--- src/lcrb_pkg.sv ---
package lcrb_pkg;

  // register location and layout
  localparam logic [7:0] REG_ADDR         = 8'h4B;
  localparam int         MODE_BIT         = 4;
  localparam int         DISCH_BIT        = 3;
  localparam int         EN_MSB           = 2;
  localparam int         EN_LSB           = 0;
  localparam int         CFG_WIDTH        = 5;
  localparam int         DATA_WIDTH       = 8;
  localparam int         SLOT_COUNT       = 4;

  // value after reset; the factory-programmed source is not modelled
  localparam logic [4:0] CFG_RESET        = 5'h00;

  // enable control encodings
  localparam logic [2:0] EN_SLOT0         = 3'h0;
  localparam logic [2:0] EN_SLOT3         = 3'h3;
  localparam logic [2:0] EN_FORCE_OFF_A   = 3'h4;
  localparam logic [2:0] EN_FORCE_OFF_B   = 3'h5;
  localparam logic [2:0] EN_FORCE_ON_A    = 3'h6;
  localparam logic [2:0] EN_FORCE_ON_B    = 3'h7;

  // mode bit values
  localparam logic       MODE_LINEAR      = 1'b0;
  localparam logic       MODE_LOAD_SWITCH = 1'b1;

  // channel power state
  typedef enum logic [2:0] {
    LCRB_CH_OFF       = 3'b001,
    LCRB_CH_ON        = 3'b010,
    LCRB_CH_DISCHARGE = 3'b100
  } lcrb_ch_state_t;

endpackage : lcrb_pkg

--- src/lcrb_top.sv ---
`timescale 1ns/1ps
// Contract
// - mode bit 4 low selects linear regulator, high selects load switch.
// - discharge bit 3 low never engages the discharge path when off.
// - discharge bit high and channel off switches the pull-down resistor on.
// - enable values 0 to 3 make the channel follow sequencer slot 0 to 3.
// - enable values 4 and 5 force the channel off over any slot.
// - enable values 6 and 7 force the channel on over any slot.
module lcrb_top (
  // clock and reset
  input  wire logic       clk_sys,
  input  wire logic       srst,
  // register port from the serial configuration interface
  input  wire logic [7:0] reg_addr,
  input  wire logic       reg_wr_en,
  input  wire logic [7:0] reg_wr_data,
  input  wire logic       reg_rd_en,
  output logic      [7:0] reg_rd_data,
  output logic            reg_rd_valid,
  // power sequencer slot states
  input  wire logic [3:0] seq_slot_active,
  // channel controls to the analogue stage
  output logic            channel_enable,
  output logic            load_switch_mode,
  output logic            discharge_resistor
);

  logic [4:0]               regulator1_config_b;
  logic                     addr_hit;
  logic                     want_on;
  lcrb_pkg::lcrb_ch_state_t ch_state;
  lcrb_pkg::lcrb_ch_state_t next_ch_state;

  assign addr_hit = (reg_addr == lcrb_pkg::REG_ADDR);

  // register write; only the five defined bits are stored
  always_ff @(posedge clk_sys) begin
    if (srst) begin
      regulator1_config_b <= lcrb_pkg::CFG_RESET;
    end else if (reg_wr_en && addr_hit) begin
      regulator1_config_b <= reg_wr_data[4:0];
    end
  end

  // register read; unmapped addresses answer zero
  always_ff @(posedge clk_sys) begin
    if (srst) begin
      reg_rd_data  <= 8'h00;
      reg_rd_valid <= 1'b0;
    end else begin
      reg_rd_valid <= reg_rd_en;
      if (reg_rd_en && addr_hit) begin
        reg_rd_data <= {3'h0, regulator1_config_b};
      end else begin
        reg_rd_data <= 8'h00;
      end
    end
  end

  lcrb_enable_decode u_enable_decode (
    .enable_control (regulator1_config_b[lcrb_pkg::EN_MSB:lcrb_pkg::EN_LSB]),
    .slot_active    (seq_slot_active),
    .want_on        (want_on)
  );

  // channel power state
  always_comb begin
    case (ch_state)
      lcrb_pkg::LCRB_CH_OFF,
      lcrb_pkg::LCRB_CH_ON,
      lcrb_pkg::LCRB_CH_DISCHARGE: begin
        if (want_on) begin
          next_ch_state = lcrb_pkg::LCRB_CH_ON;
        end else if (regulator1_config_b[lcrb_pkg::DISCH_BIT]) begin
          next_ch_state = lcrb_pkg::LCRB_CH_DISCHARGE;
        end else begin
          next_ch_state = lcrb_pkg::LCRB_CH_OFF;
        end
      end
      default: begin
        next_ch_state = lcrb_pkg::LCRB_CH_OFF;
      end
    endcase
  end

  always_ff @(posedge clk_sys) begin
    if (srst) begin
      ch_state           <= lcrb_pkg::LCRB_CH_OFF;
      channel_enable     <= 1'b0;
      discharge_resistor <= 1'b0;
    end else begin
      ch_state           <= next_ch_state;
      channel_enable     <= (next_ch_state == lcrb_pkg::LCRB_CH_ON);
      discharge_resistor <= (next_ch_state == lcrb_pkg::LCRB_CH_DISCHARGE);
    end
  end

  // operating mode to the analogue stage
  always_ff @(posedge clk_sys) begin
    if (srst) begin
      load_switch_mode <= lcrb_pkg::MODE_LINEAR;
    end else begin
      load_switch_mode <= regulator1_config_b[lcrb_pkg::MODE_BIT];
    end
  end
endmodule : lcrb_top

--- src/lcrb_enable_decode.sv ---
`timescale 1ns/1ps
module lcrb_enable_decode (
  // enable control field
  input  wire logic [2:0] enable_control,
  // sequencer slot states, one bit per slot
  input  wire logic [3:0] slot_active,
  // wanted channel state
  output logic            want_on
);

  always_comb begin
    case (enable_control)
      lcrb_pkg::EN_FORCE_OFF_A,
      lcrb_pkg::EN_FORCE_OFF_B: begin
        want_on = 1'b0;
      end
      lcrb_pkg::EN_FORCE_ON_A,
      lcrb_pkg::EN_FORCE_ON_B: begin
        want_on = 1'b1;
      end
      default: begin
        want_on = slot_active[enable_control[1:0]];
      end
    endcase
  end

endmodule : lcrb_enable_decode

--- config.mk ---
export PLATFORM = sky130hd
export DESIGN_NAME = lcrb_top
export DESIGN_NICKNAME = d
export VERILOG_FILES = /design/src/lcrb_pkg.sv /design/src/lcrb_top.sv /design/src/lcrb_enable_decode.sv
export SDC_FILE = /design/constraint.sdc
export NUM_CORES = 1
export LEC_CHECK = 0
export ABC_AREA = 0
export BUFFER_PORTS_ARGS = -buffer_cell sky130_fd_sc_hd__buf_2
export CAP_MARGIN = 20
export CORE_AREA = 10 10 52 54
export DETAILED_ROUTE_END_ITERATION = 10
export DIE_AREA = 0 0 62 64
export PLACE_DENSITY = 0.82
export SYNTH_ARGS = -nofsm -noshare
export SYNTH_HDL_FRONTEND = slang
export SYNTH_SLANG_ARGS = --single-unit
--- constraint.sdc ---
create_clock -name clk_sys -period 1.6 [get_ports clk_sys]
set_clock_uncertainty 0.1 [all_clocks]
set_input_delay 0 -clock clk_sys [delete_from_list [all_inputs] [get_ports clk_sys]]
set_output_delay 0 -clock clk_sys [all_outputs]
set_load 0.005 [all_outputs]
# Word level (Yosys, flattened, before mapping)
# Index checks and enable logic that the tools add are counted.
[totals] regBits=20 inputBits=24 out_inout_bits=12 elab_cells=32
[classes] magnitude_cmp=1 n_eq_ne=10 n_mux=6 bitwise=1 reduce_logical=6
[ops] cell="$eq A3 B3 Y1 const B" n=6
[ops] cell="$mux W3" n=3
[ops] cell="$eq A8 B7 Y1 const B" n=1
[ops] cell="$eq A3 B2 Y1 const B" n=2
[ops] cell="$reduce_or A2 Y1" n=3
[ops] cell="$eq A3 B1 Y1 const B" n=1
[ops] cell="$lt A2 B3 Y1 const B" n=1
[ops] cell="$reduce_or A3 Y1" n=1
[ops] cell="$bmux W1 S2" n=1
[ops] cell="$logic_and A1 B1 Y1" n=2
[ops] cell="$pmux W1 S2" n=1
[ops] cell="$mux W1" n=1
[ops] cell="$not A1 Y1" n=1

# Logic depth before layout (Yosys ltp)
[depth] ltp_word=6 ltp_mapped=3 depth_no_buf=3

# By module
# A second synthesis with hierarchy kept.
[unflattened] cells_unflattened=60 hier_area_um2=663.1
[by_module_without_submodules] mod="lcrb_top" instances=1 cells_per_inst=56 area_per_inst_um2=621.8 seq_area_each_um2=340.3
[by_module_without_submodules] mod="lcrb_enable_decode" instances=1 cells_per_inst=4 area_per_inst_um2=41.3 seq_area_each_um2=0.0

# Least setup slack after synthesis
# OpenSTA, ideal clock, no wires.
[synth_timing] kind="in2reg" start="in reg_addr[5]" end="reg regulator1_config_b[4]" setup_time_ns=0.121 arrival_time_ns=1.176 required_time_ns=1.379 path_slack_ns=0.203 stages=3 path_buffers=0 cell_sequence="or4b_4 -> nor3_4 -> mux2_4"
[synth_via] elab_chain_cells=2
[synth_lines] item="start: declaration" line="lcrb_top.sv:14" text="input wire logic [7:0] reg_addr,"
[synth_lines] item="$eq A8 B7 Y1" line="lcrb_top.sv:34" text="assign addr_hit = (reg_addr == lcrb_pkg::REG_ADDR);"
[synth_lines] item="$logic_and A1 B1 Y1" line="lcrb_top.sv:40" text="end else if (reg_wr_en && addr_hit) begin"
[synth_lines] item="end signal: assignment" line="lcrb_top.sv:39" text="regulator1_config_b <= lcrb_pkg::CFG_RESET;"
[synth_lines] item="end signal: assignment" line="lcrb_top.sv:41" text="regulator1_config_b <= reg_wr_data[4:0];"
[synth_lines] item="end: declaration" line="lcrb_top.sv:28" text="logic [4:0] regulator1_config_b;"
# No other way between the ends.
# A chain may end at the register's enable or synchronous reset.

# Worst setup path after layout
[layout_timing] start="reg regulator1_config_b[0]" end="reg ch_state[2]"
[layout_via] elab_chain_cells=5 elab_cells_between_ends=11 classes_between="eq/ne: 4; mux: 5; reduce/logical: 2"
[layout_lines] item="$bmux W1 S2 or $eq A3 B3 Y1 (tied branches)" line="lcrb_enable_decode.sv:22, lcrb_enable_decode.sv:12"
[layout_lines] item="$mux W1 (implied by the code) or $reduce_or A2 Y1 (tied branches)" line="lcrb_enable_decode.sv:22, lcrb_enable_decode.sv:12"
[layout_lines] item="$pmux W1 S2 *" line="lcrb_enable_decode.sv:12" text="case (enable_control)"
[layout_lines] item="$mux W3 *" line="lcrb_top.sv:72" text="if (want_on) begin"
[layout_lines] item="$mux W3 *" line="lcrb_top.sv:68" text="case (ch_state)"
[layout_lines] item="end signal: assignment" line="lcrb_top.sv:88" text="ch_state <= lcrb_pkg::LCRB_CH_OFF;"
[layout_lines] item="end signal: assignment" line="lcrb_top.sv:92" text="ch_state <= next_ch_state;"
[layout_lines] item="end: declaration" line="lcrb_top.sv:31" text="lcrb_pkg::lcrb_ch_state_t ch_state;"
# Mark *: on every way between the ends. The rest lies on a longest branch, timed or not. The select of a mux whose other input is x is not followed.

==> flow_metrics.py <==
metrics = {
    "outcome": {
        "status": "finished, final reports clean",
    },
    "hold_path": {
        "min_to": "regulator1_config_b[4]",
        "hp-start": "reg_wr_en",
        "hold_depth": 4,
        "hold_path.class": "in2reg",
    },
    "clock_tree": {
        "postCtsSetupRepairBufs": 0,
        "cts.sinks": 17,
        "cts_root_buf": "clkbuf_4",
        "clk_latency_ps": 290,
        "cts_made_buffers": 3,
        "clk_pin_slew_ps": 90,
        "cts_max_level": 1,
        "cts_resized": 0,
        "cts_tree": "done",
        "clock_path_buffers": 2,
    },
    "place": {
        "globalplace.congestion": 0.742,
        "dp_hpwl_um": 1280,
        "port_buffers": 29,
    },
    "critical_path": {
        "cp.arrival_ps": 1550,
        "cp_data_required_time_ps": 1690,
        "critPathLaunchType": "flip-flop",
        "r2r-end": "ch_state[2]",
        "max_stage_delay_ps": 350,
        "cp_top_family": "flip-flops",
        "path_max_fanout": 5,
        "r2r_cells": 3,
        "worst-setup-path-type": "reg2reg",
        "path_cells": "mux2_1 > o21ai_1 > nor4bb_1",
        "crit_buf_inv": 0,
        "reg2reg_slack_ps": 140,
        "slowest_stage": "dfxtp_1",
        "r2r_start": "regulator1_config_b[0]",
        "end_kind": "flip-flop",
    },
    "finish": {
        "final_cell_mix": "29 x buf_2, 17 x dfxtp_1, 8 x nand2_1, 8 x dlygate4sd3_1",
        "drive_gt1_share_pct": 37.9,
        "final_common_cell": "buf_2",
        "final_net_count": 128,
        "fillers": 156,
        "num_antenna_cells": 0,
        "area_growth_pct": 42.9,
    },
    "global_route": {
        "track_usage_pct": 8.64,
        "grt_first_pass_wirelength_um": 2580,
        "grt_remaining_overflow": 0,
        "grt_max_degree": 10,
        "antenna_found_initial": 0,
        "grt_pass1_vias": 596,
    },
    "synthesis": {
        "synth_top_area_cell": "dfxtp_1",
        "synthTopCellsByArea": "dfxtp_1 52%, mux2i_1 7.6%, and2_1 4.7%",
        "synth_edf_count": 0,
        "ys_async_sr_fraction_pct": 0,
        "synthFlopType": "dfxtp_1",
        "syn_avg_cell_area_um2": 10.8,
        "syn_area_um2": 659,
        "ys_warn_count": 0,
        "synthCells": 61,
        "ys_seq_elements": 17,
        "synth.distinct_cells": 24,
        "synth.top_cell.area_share_pct": 51.6,
        "seq_area_frac_synth_pct": 51.6,
    },
    "pwr": {
        "power.density_nw_per_um2": 773,
        "p_leak_nw": 0.430,
        "power_mw": 0.729,
        "ir_drop_mv": 0.436,
    },
    "floorplanning": {
        "die_y_um": 64,
        "rows": 15,
        "die_area_um2": 3970,
        "fp.dieW_um": 62,
        "num_io_pins": 36,
        "start_util_pct": 38.6,
        "coreArea_um2": 1710,
    },
    "route": {
        "vias": 557,
        "firstDrtPassIters": 4,
        "viasPerCell": 4.35,
        "drcViolationCount": 0,
        "wl_um": 1590,
        "avgRoutedWirePerCell_um": 12.4,
        "antenna_left": 0,
        "drt_iter0_markers": 12,
    },
    "timing": {
        "fin_crit_sh_pct": 91.4,
        "slew_violations": 0,
        "hold_viol_final": 0,
        "finalCriticalPeriod_ps": 1460,
        "setup_viol": 0,
        "hold_slack_ps": 27.5,
        "fmax_mhz": 684,
        "rsz0062_at_grt": "false",
        "finalSetupTns_ps": 0,
    },
    "run": {
        "drv_cap": 0,
    },
}
how the worst max path moves through the flow:
| stage | start | endpoint | slack (ps) | cells after the start |
|---|---|---|---|---|
| finish | regulator1_config_b[0] | ch_state[2] | 140 | 3 |
| floorplan | reg_addr[5] | regulator1_config_b[4] | 200 | 3 |
| detailed placement | regulator1_config_b[0] | ch_state[2] | 170 | 3 |
| global placement | regulator1_config_b[0] | ch_state[2] | 190 | 3 |
| CTS | regulator1_config_b[0] | ch_state[2] | 130 | 3 |
| global route | regulator1_config_b[0] | ch_state[2] | 10 | 3 |
flip-flops by register name (all words and copies together), names as in the netlist:
register / cells
reg_rd_data: 5
regulator1_config_b: 5
ch_state: 3
channel_enable: 1
discharge_resistor: 1
load_switch_mode: 1
reg_rd_valid: 1
report_power, final:
part	total, mW	internal, mW	switching (mW)	leakage [nW]
clock	0.223	0.0970	0.126	0.0150
sequential	0.432	0.429	0.00259	0.138
combinational	0.0736	0.0436	0.0300	0.277
synth_stat cells (2+ instances only):
library cell / instances
nand2_1: 8
dfxtp_1: 17
mux2i_1: 5
a21oi_1: 2
nor2b_1: 3
nor4bb_1: 2
buf_4: 3
and2_1: 5
routing by layer:
layer,wire (µm),part of all wire [%],global-route usage [%],up-vias
li1,-,-,-,286
met1,655,41,10.2,246
met2,767,48,12.9,21
met3,123,7.7,2.96,4
met4,42,2.6,5.03,0
met5,0,0,0,-
through the flow:
stage | cell area, µm² | utilization (%) | std cells | setup slack [ps]
after detailed placement | 836 | 48.9 | 116 | 169
after global placement | 836 | 48.9 | 116 | 188
after global routing | 942 | 55.2 | 128 | 14.6
final | 942 | 55.2 | 128 | 138
after CTS | 932 | 54.6 | 127 | 127
after floorplan | 667 | - | 63 | 203
logic make-up after synthesis:
logic type                synth area share, %
other                                   0.569
muxes                                    11.6
DFF                                      51.6
AOI/OAI and AO/OA                        5.50
and+or+nand+nor                          24.3
buffers and inverters                    5.12
xor gates and xnor gates                 1.33
repair_timing:
item | CTS | global route
setup endpoints to repair | 0 | 0
hold buffers | 7 | 1
endpoints found under the hold margin | 7 | 1
cell type report:
cell class              instances  area (µm²)  area share (%)
flip-flops and latches         17         340            36.1
multi-input cells              40         293            31.1
clock buffers                   4        26.3            2.79
well taps                      25        31.3            3.32
inverters                       3        11.3            1.20
repair buffers                 39         240            25.5
tightest hold or removal path, stage by stage:
cell,delay (ps)
buf_2,100
inv_2,50
nor3_4,40
mux2_4,190
Power figures use the tool's default switching activity.
